### src/rtl/rhc_params.svh
// rhc_params.svh: register indices, field positions, reset values
// and HDLC constants for the receive HDLC controller.
// Assumes inclusion by bare name from rtl/.
`ifndef RHC_PARAMS_SVH
`define RHC_PARAMS_SVH

// register indices; byte address is four times the index
`define RHC_IDX_CTRL 13'h0010
`define RHC_IDX_SUPP 13'h0011
`define RHC_IDX_FCTL 13'h0087
`define RHC_IDX_RTST 13'h00B4
`define RHC_IDX_DATA 13'h00B6
`define RHC_IDX_LAT 13'h00B7
`define RHC_IDX_MASK 13'h00B8
`define RHC_PORT_STRIDE 13'h0200

// control fields
`define RHC_CTRL_CHSEL 0
`define RHC_CTRL_MAP 5
`define RHC_CTRL_SRST 6
`define RHC_CTRL_CRCST 7

// latched status / mask bit positions
`define RHC_LAT_NE 0
`define RHC_LAT_HWM 1
`define RHC_LAT_END 2
`define RHC_LAT_ABT 3
`define RHC_LAT_OVR 4

// reset values
`define RHC_CTRL_RST 8'h00
`define RHC_SUPP_RST 8'h00
`define RHC_FCTL_RST 2'h0
`define RHC_MASK_RST 5'h00

// watermark thresholds in bytes
`define RHC_WM0 7'h04
`define RHC_WM1 7'h10
`define RHC_WM2 7'h20
`define RHC_WM3 7'h30

// hdlc bit-level constants
`define RHC_STUFF_ONES 3'h5
`define RHC_FLAG_ONES 3'h6
`define RHC_CRC_INIT 16'hFFFF
`define RHC_CRC_POLY 16'h8408
`define RHC_CRC_GOOD 16'hF0B8

`endif

### src/rtl/rhc_pkg.sv
// rhc_pkg: types shared by the receive HDLC controller files.
// Assumes no other package.
package rhc_pkg;
    typedef enum logic [1:0] {
        RHC_HUNT  = 2'h0,
        RHC_DATA  = 2'h1,
        RHC_DRAIN = 2'h3
    } rhc_state_e;

    typedef enum logic [2:0] {
        RHC_PS_BUSY  = 3'h0,
        RHC_PS_OK    = 3'h1,
        RHC_PS_CRC   = 3'h2,
        RHC_PS_ABORT = 3'h3,
        RHC_PS_OVR   = 3'h4
    } rhc_pkt_e;
endpackage : rhc_pkg

### src/rtl/rhc_engine.sv
// rhc_engine: bit-serial HDLC receive engine (flags, abort, destuffing,
// byte alignment, CRC16). Assumes bit strobes at least 4 clocks apart.
`timescale 1ns/10ps
`default_nettype none
`include "rhc_params.svh"
module rhc_engine
    import rhc_pkg::*;
(
    // clock and reset
    input wire logic mclk_i,
    input wire logic rstn_i,
    // control
    input wire logic kill_i,
    input wire logic crc_store_i,
    // serial bits
    input wire logic bit_vld_i,
    input wire logic bit_i,
    // byte writes toward the fifo
    output logic wr_o,
    output logic [7:0] wr_data_o,
    output logic [2:0] wr_st_o
);
    rhc_state_e state_r;
    rhc_state_e after_r;
    rhc_pkt_e end_st_r;
    logic [2:0] ones_r;
    logic [7:0] sh_r;
    logic [2:0] bcnt_r;
    logic [15:0] crc_r;
    logic [15:0] crc_byte_r;
    logic [7:0] pend_r [3];
    logic [1:0] pcnt_r;
    logic [1:0] drain_r;
    logic [15:0] crc_nxt;
    logic [7:0] byte_nxt;
    logic is_abort;
    logic is_flag;
    logic is_stuff;
    logic good;

    function automatic logic [15:0] crc_step(input logic [15:0] c, input logic b);
        crc_step = (c >> 1) ^ ((c[0] ^ b) ? `RHC_CRC_POLY : 16'h0000);
    endfunction : crc_step

    assign crc_nxt = crc_step(crc_r, bit_i);
    assign byte_nxt = {bit_i, sh_r[7:1]};
    assign is_abort = bit_i && (ones_r == `RHC_FLAG_ONES);
    assign is_flag = !bit_i && (ones_r == `RHC_FLAG_ONES);
    assign is_stuff = !bit_i && (ones_r == `RHC_STUFF_ONES);
    // flag bits already shifted leave the assembler exactly at bit 7
    assign good = (bcnt_r == 3'h7) && (crc_byte_r == `RHC_CRC_GOOD) && (pcnt_r == 2'h3);

    // ones counter runs in every state so aborts and flags are seen anywhere
    always_ff @(posedge mclk_i or negedge rstn_i) begin
        if (!rstn_i) begin
            ones_r <= 3'h0;
        end else if (kill_i) begin
            ones_r <= 3'h0;
        end else if (bit_vld_i) begin
            ones_r <= !bit_i ? 3'h0 : (ones_r == 3'h7) ? ones_r : ones_r + 3'h1;
        end
    end

    always_ff @(posedge mclk_i or negedge rstn_i) begin
        if (!rstn_i) begin
            state_r <= RHC_HUNT;
            after_r <= RHC_HUNT;
            end_st_r <= RHC_PS_BUSY;
            sh_r <= 8'h00;
            bcnt_r <= 3'h0;
            crc_r <= `RHC_CRC_INIT;
            crc_byte_r <= `RHC_CRC_INIT;
            pend_r <= '{default: 8'h00};
            pcnt_r <= 2'h0;
            drain_r <= 2'h0;
            wr_o <= 1'b0;
            wr_data_o <= 8'h00;
            wr_st_o <= RHC_PS_BUSY;
        end else if (kill_i) begin
            state_r <= RHC_HUNT;
            pcnt_r <= 2'h0;
            drain_r <= 2'h0;
            wr_o <= 1'b0;
        end else begin
            wr_o <= 1'b0;
            case (state_r)
                RHC_DRAIN: begin
                    wr_o <= 1'b1;
                    wr_data_o <= pend_r[0];
                    wr_st_o <= (drain_r == 2'h1) ? end_st_r : RHC_PS_BUSY;
                    pend_r[0] <= pend_r[1];
                    pend_r[1] <= pend_r[2];
                    drain_r <= drain_r - 2'h1;
                    if (drain_r == 2'h1) begin
                        state_r <= after_r;
                        pcnt_r <= 2'h0;
                    end
                end
                default: begin
                    if (bit_vld_i && is_abort) begin
                        // abort ends the frame with whatever bytes were held
                        state_r <= (state_r == RHC_DATA && pcnt_r != 2'h0) ? RHC_DRAIN : RHC_HUNT;
                        after_r <= RHC_HUNT;
                        end_st_r <= RHC_PS_ABORT;
                        drain_r <= pcnt_r;
                    end else if (bit_vld_i && is_flag) begin
                        // closing flag doubles as the next opening flag
                        bcnt_r <= 3'h0;
                        crc_r <= `RHC_CRC_INIT;
                        crc_byte_r <= `RHC_CRC_INIT;
                        after_r <= RHC_DATA;
                        if (state_r == RHC_DATA && pcnt_r != 2'h0) begin
                            state_r <= RHC_DRAIN;
                            end_st_r <= good ? RHC_PS_OK : RHC_PS_CRC;
                            // short frames have no valid crc: hand out all
                            drain_r <= (crc_store_i || pcnt_r != 2'h3) ? pcnt_r : 2'h1;
                        end else begin
                            state_r <= RHC_DATA;
                            pcnt_r <= 2'h0;
                        end
                    end else if (bit_vld_i && !is_stuff && state_r == RHC_DATA) begin
                        sh_r <= byte_nxt;
                        crc_r <= crc_nxt;
                        bcnt_r <= bcnt_r + 3'h1;
                        if (bcnt_r == 3'h7) begin
                            crc_byte_r <= crc_nxt;
                            // three bytes held back: two may be the crc
                            if (pcnt_r == 2'h3) begin
                                wr_o <= 1'b1;
                                wr_data_o <= pend_r[0];
                                wr_st_o <= RHC_PS_BUSY;
                                pend_r[0] <= pend_r[1];
                                pend_r[1] <= pend_r[2];
                                pend_r[2] <= byte_nxt;
                            end else begin
                                pend_r[pcnt_r] <= byte_nxt;
                                pcnt_r <= pcnt_r + 2'h1;
                            end
                        end
                    end
                end
            endcase
        end
    end

    AST_STUFF_DROP: assert property (@(posedge mclk_i) disable iff (!rstn_i)
        (bit_vld_i && is_stuff && state_r == RHC_DATA && !kill_i) |=> $stable(bcnt_r))
        else $error("stuffed zero entered the byte assembler");

    AST_ABORT_END: assert property (@(posedge mclk_i) disable iff (!rstn_i)
        (bit_vld_i && is_abort && state_r == RHC_DATA && pcnt_r != 2'h0 && !kill_i)
        |=> (state_r == RHC_DRAIN) && (end_st_r == RHC_PS_ABORT))
        else $error("abort did not end the frame with abort status");

    AST_CRC_KEEP: assert property (@(posedge mclk_i) disable iff (!rstn_i)
        (bit_vld_i && is_flag && state_r == RHC_DATA && pcnt_r == 2'h3 && !kill_i)
        |=> (drain_r == (crc_store_i ? 2'h3 : 2'h1)))
        else $error("wrong byte count handed out at frame end");

    AST_DRAIN_TAG: assert property (@(posedge mclk_i) disable iff (!rstn_i)
        (state_r == RHC_DRAIN && drain_r == 2'h1 && !kill_i) |=> (wr_o && wr_st_o != RHC_PS_BUSY))
        else $error("last byte of a frame carries no end status");
endmodule : rhc_engine
`default_nettype wire

### src/rtl/rhc_top.sv
// rhc_top: one port of the receive HDLC controller: stream selection,
// APB register file, 64-byte receive fifo, status and interrupt.
// Assumes the framer marks each received bit with channel, bit position
// and a data-link flag, and APB in the same clock domain.
//
// Our own choice: the APB register port.
`timescale 1ns/10ps
`default_nettype none
`include "rhc_params.svh"
module rhc_top
    import rhc_pkg::*;
#(
    parameter int PORT_N = 0,
    parameter int ADDR_W = 15,
    parameter int DEPTH = 64
) (
    // clock and reset
    input wire logic mclk_i,
    input wire logic rstn_i,
    // apb slave
    input wire logic psel_i,
    input wire logic penable_i,
    input wire logic pwrite_i,
    input wire logic [ADDR_W-1:0] paddr_i,
    input wire logic [31:0] pwdata_i,
    output logic [31:0] prdata_o,
    output logic pready_o,
    output logic pslverr_o,
    // received bit stream from the framer
    input wire logic rx_bit_vld_i,
    input wire logic rx_bit_i,
    input wire logic [4:0] rx_chan_i,
    input wire logic [2:0] rx_bitpos_i,
    input wire logic rx_dl_i,
    // flags
    output logic hwm_o,
    output logic int_o
);
    localparam int IW = ADDR_W - 2;
    localparam int PW = $clog2(DEPTH) + 1;
    localparam logic [IW-1:0] BASE = IW'(`RHC_PORT_STRIDE * PORT_N);

    logic [7:0] ctrl_r;
    logic [7:0] supp_r;
    logic [1:0] fctl_r;
    logic [4:0] mask_r;
    logic [4:0] lat_r;
    logic [4:0] lat_ev;
    logic [4:0] lat_clr;
    logic [2:0] last_ps_r;
    logic ne_q_r;
    logic hwm_q_r;
    logic [31:0] prdata_r;
    logic pslverr_r;
    logic pop_ok_r;
    logic eng_vld_r;
    logic eng_bit_r;
    logic [10:0] mem [DEPTH];
    logic [PW-1:0] wp_r;
    logic [PW-1:0] rp_r;
    logic [PW-1:0] level;
    logic [PW-1:0] thr;
    logic [PW-1:0] wp_m1;
    logic full;
    logic empty;
    logic [IW-1:0] idx;
    logic acc_wr;
    logic acc_rd;
    logic hit_ctrl;
    logic hit_supp;
    logic hit_fctl;
    logic hit_rtst;
    logic hit_data;
    logic hit_lat;
    logic hit_mask;
    logic [7:0] rd_val;
    logic rd_err;
    logic take;
    logic srst_p;
    logic pop;
    logic eng_wr;
    logic [7:0] eng_data;
    logic [2:0] eng_st;
    logic wr_ok;
    logic ovr_ev;
    logic kill;

    // address decode
    assign idx = paddr_i[ADDR_W-1:2];
    assign hit_ctrl = idx == BASE + IW'(`RHC_IDX_CTRL);
    assign hit_supp = idx == BASE + IW'(`RHC_IDX_SUPP);
    assign hit_fctl = idx == BASE + IW'(`RHC_IDX_FCTL);
    assign hit_rtst = idx == BASE + IW'(`RHC_IDX_RTST);
    assign hit_data = idx == BASE + IW'(`RHC_IDX_DATA);
    assign hit_lat = idx == BASE + IW'(`RHC_IDX_LAT);
    assign hit_mask = idx == BASE + IW'(`RHC_IDX_MASK);
    assign acc_wr = psel_i && penable_i && pwrite_i;
    assign acc_rd = psel_i && penable_i && !pwrite_i;
    // zero wait states keep the fifo pop tied to a single edge
    assign pready_o = 1'b1;
    assign prdata_o = prdata_r;
    assign pslverr_o = pslverr_r;

    // fifo bookkeeping
    assign level = wp_r - rp_r;
    assign full = level == PW'(DEPTH);
    assign empty = level == '0;
    assign wp_m1 = wp_r - PW'(1);
    assign wr_ok = eng_wr && !full;
    assign ovr_ev = eng_wr && full;
    assign pop = acc_rd && hit_data && pop_ok_r;
    assign srst_p = acc_wr && hit_ctrl && pwdata_i[`RHC_CTRL_SRST] && !ctrl_r[`RHC_CTRL_SRST];
    assign kill = srst_p || ovr_ev;

    // source selection per received bit
    always_comb begin
        if (ctrl_r[`RHC_CTRL_MAP]) begin
            take = rx_bit_vld_i && rx_dl_i;
        end else begin
            take = rx_bit_vld_i && (rx_chan_i == ctrl_r[`RHC_CTRL_CHSEL +: 5])
                   && !supp_r[rx_bitpos_i];
        end
    end

    always_ff @(posedge mclk_i or negedge rstn_i) begin
        if (!rstn_i) begin
            eng_vld_r <= 1'b0;
            eng_bit_r <= 1'b0;
        end else begin
            eng_vld_r <= take;
            eng_bit_r <= rx_bit_i;
        end
    end

    rhc_engine u_engine (
        .mclk_i(mclk_i),
        .rstn_i(rstn_i),
        .kill_i(kill),
        .crc_store_i(ctrl_r[`RHC_CTRL_CRCST]),
        .bit_vld_i(eng_vld_r),
        .bit_i(eng_bit_r),
        .wr_o(eng_wr),
        .wr_data_o(eng_data),
        .wr_st_o(eng_st)
    );

    // watermark threshold
    always_comb begin
        case (fctl_r)
            2'h0: thr = PW'(`RHC_WM0);
            2'h1: thr = PW'(`RHC_WM1);
            2'h2: thr = PW'(`RHC_WM2);
            default: thr = PW'(`RHC_WM3);
        endcase
    end
    assign hwm_o = level > thr;

    // fifo storage: status rides with each byte
    always_ff @(posedge mclk_i) begin
        if (wr_ok) begin
            mem[wp_r[PW-2:0]] <= {eng_st, eng_data};
        end else if (ovr_ev && !empty) begin
            mem[wp_m1[PW-2:0]][10:8] <= RHC_PS_OVR;
        end
    end

    always_ff @(posedge mclk_i or negedge rstn_i) begin
        if (!rstn_i) begin
            wp_r <= '0;
            rp_r <= '0;
            last_ps_r <= RHC_PS_BUSY;
        end else if (srst_p) begin
            wp_r <= '0;
            rp_r <= '0;
            last_ps_r <= RHC_PS_BUSY;
        end else begin
            if (wr_ok) begin
                wp_r <= wp_r + PW'(1);
            end
            if (pop) begin
                rp_r <= rp_r + PW'(1);
                last_ps_r <= mem[rp_r[PW-2:0]][10:8];
            end
        end
    end

    // configuration registers
    always_ff @(posedge mclk_i or negedge rstn_i) begin
        if (!rstn_i) begin
            ctrl_r <= `RHC_CTRL_RST;
            supp_r <= `RHC_SUPP_RST;
            fctl_r <= `RHC_FCTL_RST;
            mask_r <= `RHC_MASK_RST;
        end else if (acc_wr) begin
            if (hit_ctrl) begin
                ctrl_r <= pwdata_i[7:0];
            end else if (hit_supp) begin
                supp_r <= pwdata_i[7:0];
            end else if (hit_fctl) begin
                fctl_r <= pwdata_i[1:0];
            end else if (hit_mask) begin
                mask_r <= pwdata_i[4:0];
            end
        end
    end

    // latched events; a new event wins over a same-cycle clear
    assign lat_ev[`RHC_LAT_NE] = !empty && !ne_q_r;
    assign lat_ev[`RHC_LAT_HWM] = hwm_o && !hwm_q_r;
    assign lat_ev[`RHC_LAT_END] = wr_ok && eng_st != RHC_PS_BUSY;
    assign lat_ev[`RHC_LAT_ABT] = wr_ok && eng_st == RHC_PS_ABORT;
    assign lat_ev[`RHC_LAT_OVR] = ovr_ev;
    assign lat_clr = (acc_wr && hit_lat) ? pwdata_i[4:0] : 5'h00;

    always_ff @(posedge mclk_i or negedge rstn_i) begin
        if (!rstn_i) begin
            lat_r <= 5'h00;
            ne_q_r <= 1'b0;
            hwm_q_r <= 1'b0;
        end else begin
            lat_r <= (lat_r & ~lat_clr) | lat_ev;
            ne_q_r <= !empty;
            hwm_q_r <= hwm_o;
        end
    end
    assign int_o = |(lat_r & mask_r);

    // read mux
    always_comb begin
        rd_val = 8'h00;
        rd_err = 1'b0;
        if (hit_ctrl) begin
            rd_val = ctrl_r;
        end else if (hit_supp) begin
            rd_val = supp_r;
        end else if (hit_fctl) begin
            rd_val = {6'h00, fctl_r};
        end else if (hit_rtst) begin
            rd_val = {1'b0, last_ps_r, 2'h0, hwm_o, !empty};
        end else if (hit_data) begin
            rd_val = empty ? 8'h00 : mem[rp_r[PW-2:0]][7:0];
        end else if (hit_lat) begin
            rd_val = {3'h0, lat_r};
        end else if (hit_mask) begin
            rd_val = {3'h0, mask_r};
        end else begin
            rd_err = 1'b1;
        end
    end

    // answer captured in the setup cycle, held through the access
    always_ff @(posedge mclk_i or negedge rstn_i) begin
        if (!rstn_i) begin
            prdata_r <= 32'h00000000;
            pslverr_r <= 1'b0;
            pop_ok_r <= 1'b0;
        end else if (psel_i && !penable_i) begin
            prdata_r <= {24'h000000, rd_val};
            pslverr_r <= rd_err;
            // a byte landing after setup must not be popped unseen
            pop_ok_r <= !empty;
        end
    end

    AST_MAP_DL: assert property (@(posedge mclk_i) disable iff (!rstn_i)
        (rx_bit_vld_i && ctrl_r[`RHC_CTRL_MAP] && !rx_dl_i) |=> !eng_vld_r)
        else $error("non data-link bit reached the engine");

    AST_CHAN_SEL: assert property (@(posedge mclk_i) disable iff (!rstn_i)
        (rx_bit_vld_i && !ctrl_r[`RHC_CTRL_MAP] && rx_chan_i != ctrl_r[4:0]) |=> !eng_vld_r)
        else $error("bit of an unselected channel reached the engine");

    AST_SUPPRESS: assert property (@(posedge mclk_i) disable iff (!rstn_i)
        (rx_bit_vld_i && !ctrl_r[`RHC_CTRL_MAP] && supp_r[rx_bitpos_i]) |=> !eng_vld_r)
        else $error("suppressed bit reached the engine");

    AST_FLUSH: assert property (@(posedge mclk_i) disable iff (!rstn_i)
        srst_p |=> (empty && last_ps_r == RHC_PS_BUSY))
        else $error("soft reset did not flush the fifo");

    AST_DEPTH: assert property (@(posedge mclk_i) disable iff (!rstn_i)
        (full && !pop && !srst_p) |=> $stable(wp_r))
        else $error("fifo written beyond its depth");

    AST_HWM_RISE: assert property (@(posedge mclk_i) disable iff (!rstn_i)
        $rose(hwm_o) |-> (level == thr + PW'(1)) || $changed(fctl_r))
        else $error("watermark flag rose at the wrong fill level");

    AST_WM48: assert property (@(posedge mclk_i) disable iff (!rstn_i)
        (fctl_r == 2'h3 && level == PW'(48)) |-> !hwm_o)
        else $error("watermark flag set at exactly the threshold");

    AST_HWM_INT: assert property (@(posedge mclk_i) disable iff (!rstn_i)
        ($rose(hwm_o) && mask_r[`RHC_LAT_HWM]) |=> int_o)
        else $error("enabled watermark did not raise the interrupt");

    AST_OVR: assert property (@(posedge mclk_i) disable iff (!rstn_i)
        ovr_ev |=> lat_r[`RHC_LAT_OVR])
        else $error("overrun not latched");

    AST_CTRL_WR: assert property (@(posedge mclk_i) disable iff (!rstn_i)
        (acc_wr && hit_ctrl) |=> (ctrl_r == $past(pwdata_i[7:0])))
        else $error("control write at port address not taken");
endmodule : rhc_top
`default_nettype wire

### config.mk
export PLATFORM = sky130hd
export DESIGN_NAME = rhc_top
export DESIGN_NICKNAME = d
export VERILOG_FILES = /design/src/rtl/rhc_pkg.sv /design/src/rtl/rhc_engine.sv /design/src/rtl/rhc_top.sv
export VERILOG_INCLUDE_DIRS = /design/src /design/src/rtl
export SDC_FILE = /design/constraint.sdc
export NUM_CORES = 1
export LEC_CHECK = 0
export BUFFER_PORTS_ARGS = -buffer_cell sky130_fd_sc_hd__buf_2
export CAP_MARGIN = 10
export CORE_ASPECT_RATIO = 1.1
export CORE_MARGIN = 3
export CORE_UTILIZATION = 50
export CTS_CLUSTER_DIAMETER = 80
export DETAILED_ROUTE_END_ITERATION = 8
export PLACE_DENSITY_LB_ADDON = 0.12
export SETUP_SLACK_MARGIN = 0.3
export SLEW_MARGIN = 40
export SYNTH_ARGS = -nofsm -noshare
export SYNTH_HDL_FRONTEND = slang
export SYNTH_SLANG_ARGS = --single-unit
### constraint.sdc
create_clock -name mclk_i -period 5.5 [get_ports mclk_i]
set_input_delay 0.275 -clock mclk_i [delete_from_list [all_inputs] [get_ports mclk_i]]
set_output_delay 0.275 -clock mclk_i [all_outputs]
set_load 0.01 [all_outputs]
# Word-level counts from Yosys, hierarchy flattened

Memory sizes are Yosys's and may differ from the RTL's.
Cells that the tools add are included.

Add/sub/neg operators: 8
Order comparisons: 4
Equality and inequality tests: 29
Mux-type cells: 103
Bitwise gates (word level): 14
Reductions and logical operators: 79

Operators with widths:

| cell                 | count |
|---|---|
| $mux 24              | 5 |
| $mux 16              | 7 |
| $mux 8               | 13 |
| $eq 13x8->1 const B  | 5 |
| $mux 3               | 18 |
| $mux 2               | 26 |
| $logic_and 1x1->1    | 31 |
| $mux 7               | 4 |
| $eq 13x5->1 const B  | 2 |
| $bwmux 24            | 1 |
| $reduce_bool 2->1    | 11 |
| $mux 1               | 21 |
| $reduce_and 5->1     | 4 |
| $pmux 6 s3           | 1 |
| $reduce_and 6->1     | 3 |
| $demux 8 s2          | 1 |
| $eq 16x16->1 const B | 1 |
| $reduce_bool 4->1    | 4 |
| $xor 15x16->16       | 1 |
| $mux 5               | 3 |
| $add 7x1->7 const B  | 2 |
| $eq 3x3->1 const B   | 4 |
| $reduce_and 4->1     | 3 |
| $mux 11              | 1 |
| 35 further kinds     | 65 |

Bits in registers: 152
Bits in writable memories: 704
Output and inout port bits: 36
Word-level logic and storage cells: 269
Memories: 1

Memory list:

| name | depth | bits a word | read ports | clocked after memory_dff | wr ports | RTL line      | text |
|---|---|---|---|---|---|---|---|
| mem  | 64    | 11          | 1          | 0                        | 1        | rhc_top.sv:58 | `logic [10:0] mem [DEPTH];` |

# Depth between registers and ports, before layout

Gate-level depths: netlist of the first run.

Word-level depth: 12
Gate-level depth with buffers: 19
Depth with buffers taken out: 15

# Modules after synthesis

A second synthesis of the first run with hierarchy kept.

Cell total of the unflattened synthesis: 2049
Area, all modules: 35760.5 µm²

By module, submodules not included:

| module     | instances | cells an instance | area each (µm²) |
|---|---|---|---|
| rhc_top    | 1         | 1652              | 31442.7 |
| rhc_engine | 1         | 397               | 4317.9 |

# Least setup slack after synthesis of the first run

No wires, ideal clock.

Path type: register to register
Start: register rp_r[1]
End: memory mem[24][0], enable pin
Setup time: 0.375 ns
Arrival time: 4.146 ns
Required time: 5.125 ns
Slack: 0.978 ns
Cell stages (with the launch flop): 16
Path buffers: 5
Period minus slack after synthesis: 4.522 ns
Path through: dfrtp_1 > buf_2 > clkbuf_1 > clkbuf_1 > inv_1 > ha_1 > nor2b_1 > o21ai_0 > and4_1 > o21a_1 > nand4_2 > inv_2 > buf_4 > nand4_1 > buf_2 > a21oi_1

Cells in the longest elaborated chain, start to end: 9
Elaborated cells on any way between the ends: 16

RTL lines:

| item                                                        | RTL line                       | text |
|---|---|---|
| start: declaration                                          | rhc_top.sv:60                  | `logic [PW-1:0] rp_r;` |
| start signal: assignment                                    | rhc_top.sv:181                 | `rp_r <= rp_r + PW'(1);` |
| $sub 7x7->7 (*)                                             | rhc_top.sv:105                 | `assign level = wp_r - rp_r;` |
| $eq 7x7->1 / $logic_not 7->1 (equally long branches)        | rhc_top.sv:106, rhc_top.sv:107 |  |
| $logic_and 1x1->1 / $logic_not 1->1 (equally long branches) | rhc_top.sv:110, rhc_top.sv:162 |  |
| $logic_and 1x1->1                                           | rhc_top.sv:162                 | `end else if (ovr_ev && !empty) begin` |
| $mux 1                                                      | rhc_top.sv:162                 |  |
| $mux 1                                                      | rhc_top.sv:160                 | `if (wr_ok) begin` |
| $mux 1 (implied by the code)                                | rhc_top.sv:163                 | `mem[wp_m1[PW-2:0]][10:8] <= RHC_PS_OVR;` |
| $reduce_or 11->1 (no source line)                           | --                             |  |
| $mux 6 (no source line) / $mux 2 (equally long branches)    | --                             |  |
| end: declaration                                            | rhc_top.sv:58                  |  |

Every way passes the cells marked *; elsewhere a longest branch is shown, timed or not.

# Worst setup path after layout of the first run

Start: register rp_r[5]
End: memory mem[59][8], enable pin

The elaborated chain is that of the path after synthesis.

==> flow_summary.yaml, run 1 <==
cts:
  worstSkewPairLatency_ns: 0.64
  cts.sinks: 852
  cts-root-buf: "clkbuf_16"
  htree_levels: 3
  cts_buffers: 88
  ctsResizeCount: 0
  clk_pin_slew_ns: 0.06
  postCtsSetupBuffers: 0
  clockBufferDepth: 3
  tritoncts: "yes"
  holdBufCountCts: 12
route:
  vias: 19840
  wl_per_cell_um: 26.84
  drc: 0
  vias_per_cell: 6.141
  postRouteAntennaNets: 0
  routed_wl_um: 86680
  drt-initial-drc-count: 1900
  drtPass1Iterations: 5
global_routing:
  grt_pass1_wl_um: 130400
  grt.total_usage_pct: 23.48
  antenna_found_initial: 1
  grt_pass1_vias: 20150
  overflow: 0
  grt_max_degree: 126
synth:
  synthDistinctLibCells: 77
  synth_compound_area_share_pct: 5.546
  synth_xor_area_share_pct: 0.5314
  netlist_area_sq_um: 36030
  ys_ff_latch: 852
  synth-edff-count: 704
  yosysWarnings: 0
  ys.flop_type: "edfxtp_1"
  synth_top_family_by_area: "multiplexers"
  synth-seq-area-share_pct: 69.07
  synth-simple-area-share_pct: 6.001
  async_reset_ff_share_pct: 17.37
  synth_fa_ha_area_share_pct: 0.7988
  yosys-mux-area-fraction_pct: 15.65
  synth.avg_cell_area_sq_um: 17.07
  syn_inst: 2110
worst_hold_path:
  min_path_cells: 3
  hold_class: "input pin to register"
sta:
  finalClockSkew_ns: 0.01821
  slew_headroom_pct: 43.19
  setup_viol_count_final: 0
  holdWs_ns: 0.08143
  drv_slew: 0
  tns_ns: 0
  fin_ws_ns: 1.056
  worst_pin_slew_ns: 0.8522
  fin_crit_sh_pct: 80.80
  rsz0062_at_grt: "no"
  period_needed_ns: 4.444
  max_clock_freq_mhz: 225.0
  hold_viol: 0
power:
  power.total_mw: 12.79
  power.density_nw_per_um2: 315.7
  p_leak_nw: 14.41
  irDropWorstVdd_mv: 0.2844
setup_path:
  rr_worst_depth: 12
  startpoint_type: "register"
  endpoint_kind: "register"
  arrival_ns: 4.70
  cp_max_fo: 44
  worst-setup-path-type: "register to register"
  cp.required_ns: 5.75
die:
  die_height_um: 287.5
  coreArea_sq_um: 70830
  die_area_sq_um: 75310
  io_pins: 99
  die_w_um: 261.9
  num_rows: 102
  start_util_pct: 50.86
placed_design:
  hpwl_um: 55180
  dp_slack_ns: 1.087
  io_buffer_count: 47
  gp_congestion: 0.8728
cells_and_area:
  fillers: 5390
  layout_common_cells: "edfxtp_1, mux4_2, dfrtp_1"
  final_common_cell: "edfxtp_1"
  utilization_pct: 57.21
  drive_above_1_share_pct: 27.94
  nNetsFinal: 2309
  diodes: 0
  area_delta_synth_final_pct: 12.48
status:
  outcome: "finished clean"
run:
  max_cap_viol_count: 0
[registers in the layout (all words and copies together), names as in the netlist, 3 cells and up]
register,count
ctrl_r,8
u_engine.crc_r,16
u_engine.ones_r,3
mem,704
supp_r,8
u_engine.pend_r,24
u_engine.sh_r,7
wp_r,7
mask_r,5
prdata_o,8
lat_r,5
rp_r,7
u_engine.bcnt_r,3
u_engine.crc_byte_r,16
last_ps_r,3
u_engine.wr_data_o,8
[logic make-up (layout without fill, tap and decap cells)]
family / count (synthesis) / after routing
other cells: 2 / 25
mux: 313 / 313
simple gates: 434 / 434
fa+ha+maj: 23 / 23
xor+xnor: 21 / 21
compound gates: 288 / 288
flops: 852 / 852
buf+inv: 177 / 338
[critical path: stages (launching register included)]
cell	delay (ns)
dfrtp_1	0.82
inv_1	0.15
ha_1	0.33
inv_1	0.12
nor3_1	0.08
a221o_1	0.34
nor2_2	0.22
nand4_2	0.17
inv_2	0.31
buf_4	0.55
mux2i_1	0.16
buf_4	0.25
a211oi_1	0.52
[power by group]
part	internal, mW	switching, mW
clock	3.32	2.45
sequential	6.91	0.0105
combinational	0.0379	0.0704
[cell type report]
class                      count  area (sq um)  share of cell area, %
inverter                      32         122.6                 0.3026
sequential                   852         24890                  61.43
timing repair buffer         145          1072                  2.646
clock inverter                52         475.5                  1.173
multi-input combinational   1104         10480                  25.86
clock buffer                 109          2312                  5.706
tap                          936          1171                  2.890
[metrics by stage]
stage | instances | cell area (sq um)
6_report | 3230 | 40520
5_1_grt | 3230 | 40520
4_1_cts | 3230 | 40500
3_5_place_dp | 3057 | 37590
3_3_place_gp | 3055 | 37480
2_1_floorplan | 2133 | 36110
[cells in the mapped netlist (8+ instances only)]
master	instances	area [sq um]
clkbuf_1	79	296.5
buf_2	20	100.1
edfxtp_1	704	21140
nor4_1	8	50.05
buf_4	34	255.2
ha_1	23	287.8
nor2_1	94	352.8
a211oi_1	34	255.2
nand3_1	36	180.2
nor2b_1	14	87.58
and2_1	17	106.4
and3_1	17	106.4
mux4_2	190	4279
a22oi_1	36	270.3
mux2_2	102	1149
dfrtp_1	116	2903
dfstp_2	32	840.8
mux2i_1	21	210.2
nand4_1	16	100.1
nand2_1	110	412.9
xnor2_1	9	78.83
or3_1	20	125.1
xor2_1	11	96.34
nand2b_1	28	175.2
inv_1	29	108.9
nor3_1	54	270.3
a31oi_1	16	100.1
o21ai_0	54	270.3
a21oi_1	72	360.4
[metal layers]
metal / vias up / GRT usage, % / routed length (um)
met4: 0 / 7.899 / 2837
met2: 639 / 38.05 / 42700
met5: - / 0 / 0
met3: 150 / 3.193 / 4851
met1: 10440 / 33.21 / 36290
li1: 8609 / - / -
[worst paths after layout]
kind	end	slack [ns]	start
max	mem[59][8]	1.06	rp_r[5]
min	rp_r[0]	0.08	penable_i
max reg2reg	mem[59][8]	1.06	rp_r[5]
min reg2reg	lat_r[0]	0.46	ne_q_r
max in group asynchronous	prdata_o[0]	4.23	rstn_i
min in group asynchronous	eng_bit_r	0.24	rstn_i
No activity file was read; power rests on OpenSTA's default activity.
==> inputs of run 2 (changes only) <==
Clock period 5.5 ns to 4.64 ns, I/O delays scaled along.
==> flow_summary.yaml, run 2 (synthesized netlist as in run 1, its figures left out) <==
sta:
  hold_viol: 0
  finalClockSkew_ns: 0.02014
  period_needed_ns: 4.107
  rsz0062_at_grt: "yes"
  tns_ns: 0
  slew_headroom_pct: 43.51
  holdWs_ns: 0.04880
  setup_viol_count_final: 0
  max_clock_freq_mhz: 243.5
  drv_slew: 0
  fin_crit_sh_pct: 88.51
  worst_pin_slew_ns: 0.8474
setup_path:
  reg2reg_from: "wp_r[0]"
  startpoint_type: "register"
  arrival_ns: 4.41
  rr_worst_depth: 11
  endpoint_kind: "register"
  worst-setup-path-type: "register to register"
  cp.required_ns: 4.94
  r2r-end: "mem[51][0]"
  cp_cell_sequence: "inv_1, ha_1, nor2b_1, o21ai_1, a221o_1, nor2_2, buf_4, inv_4, or4_4, a32oi_4, nor2_1"
  r2r_slack_ns: 0.53
  cp_max_fo: 16
  slowest_delay_ns: 0.68
  worst_path_max_delay_cell: "a32oi_4"
power:
  p_leak_nw: 14.50
  power.total_mw: 15.36
  power.density_nw_per_um2: 377.4
  irDropWorstVdd_mv: 0.3448
die:
  coreArea_sq_um: 70830
  num_rows: 102
  io_pins: 99
  die_height_um: 287.5
  die_area_sq_um: 75310
  die_w_um: 261.9
  start_util_pct: 50.86
cts:
  clk_pin_slew_ns: 0.07
  cts_buffers: 87
  worstSkewPairLatency_ns: 0.64
  tritoncts: "yes"
  clockBufferDepth: 3
  htree_levels: 3
  cts-root-buf: "clkbuf_16"
  cts.sinks: 852
cells_and_area:
  diodes: 0
  multiInputGateArea_sq_um: 10500
  fillers: 5409
  area_delta_synth_final_pct: 12.97
  largest_reg_flops: 704
  nNetsFinal: 2318
  seq_area_sq_um: 24890
  layout_common_cells: "edfxtp_1, mux4_2, dfrtp_1"
  final_common_cell: "edfxtp_1"
  drive_above_1_share_pct: 28.54
route:
  vias_per_cell: 6.081
  drt-initial-drc-count: 1716
  vias: 19690
  dr_wl_met2_um: 42320
  routed_wl_um: 86440
  drc: 0
  drtPass1Iterations: 7
  postRouteAntennaNets: 0
  m1WireLength_um: 36370
  highest_layer: "met4"
  wl_per_cell_um: 26.70
  wl_met3_um: 5058
run:
  max_cap_viol_count: 0
global_routing:
  grt_pass1_wl_um: 130200
  antenna_found_initial: 3
  grt_pass1_vias: 20160
  overflow: 0
  grt_max_degree: 129
  grt.total_usage_pct: 23.36
worst_hold_path:
  min_to: "pslverr_o"
  min-delay-start: "paddr_i[5]"
  hold_class: "input pin to register"
  min_path_cells: 4
placed_design:
  gp_congestion: 0.8822
  hpwl_um: 53470
  io_buffer_count: 47
status:
  outcome: "finished clean"
==> run 2: cell count changes in the layout (fill, tap and decap cells not counted), moves of 4 or more <==
cell      delta
a21oi_1      +4
a21oi_2      -4
buf_4        +9
buf_6        +4
clkbuf_1     -4
nor2_1       -6
nor2_2       +5
==> run 2: metal layers <==
layer / GRT usage [%] / vias to the layer above
li1: - / 8638
met1: 32.98 / 10280
met2: 37.52 / 632
met3: 3.528 / 141
met4: 8.106 / 0
met5: 0 / -
==> run 2: cell type report <==
| cell class | count | share of cell area (%) |
|---|---|---|
| clock inverters | 53 | 1.399 |
| well taps | 936 | 2.878 |
| inverters | 32 | 0.3013 |
| repair buffers | 155 | 2.798 |
| multi-input cells | 1104 | 25.79 |
| flip-flops and latches | 852 | 61.16 |
| clock buffers | 106 | 5.678 |
==> run 2: timing repair <==
item	4_1_cts	5_1_grt
endpoints found under the hold margin	81	0
resized for setup	0	9
hold buffers	12	0
setup buffers	0	5
setup endpoints to repair	0	271
==> run 2: worst max-delay path, delay by kind of cell (launching register included) <==
kind | cells | cell delay, ns
fa+ha+maj | 1 | 0.26
flops | 1 | 0.54
compound gates | 3 | 1.17
simple gates | 4 | 1.31
buf+inv | 3 | 0.49
==> run 2: worst max path at each step <==
stage / end / slack [ns] / cells after the start / startpoint
after floorplan: mem[24][0] / 0.22 / 15 / rp_r[1]
after global placement: mem[36][6] / 0.55 / 10 / wp_r[0]
after detailed placement: mem[56][4] / 0.44 / 10 / rp_r[1]
after CTS: mem[57][2] / 0.44 / 10 / rp_r[1]
after global routing: mem[3][6] / 0.26 / 9 / wp_r[0]
final: mem[51][0] / 0.53 / 11 / wp_r[0]
==> run 2: through the flow <==
step           worst slack [ns]  utilization, %  area (sq um)  instances
2_1_floorplan            0.2213               -         36120       2133
3_3_place_gp             0.5469           52.96         37510       3062
3_5_place_dp             0.4422           53.01         37550       3062
4_1_cts                  0.4380           57.25         40550       3233
5_1_grt                  0.2581           57.46         40700       3238
6_report                 0.5332           57.46         40700       3238
==> run 2: report_power, final <==
part / leakage [nW] / switching (mW) / internal [mW]
Combinational: 4.23 / 0.0878 / 0.0458
Sequential: 8.86 / 0.00846 / 8.19
Clock: 1.40 / 2.91 / 4.12
Total: 14.5 / 3.01 / 12.4
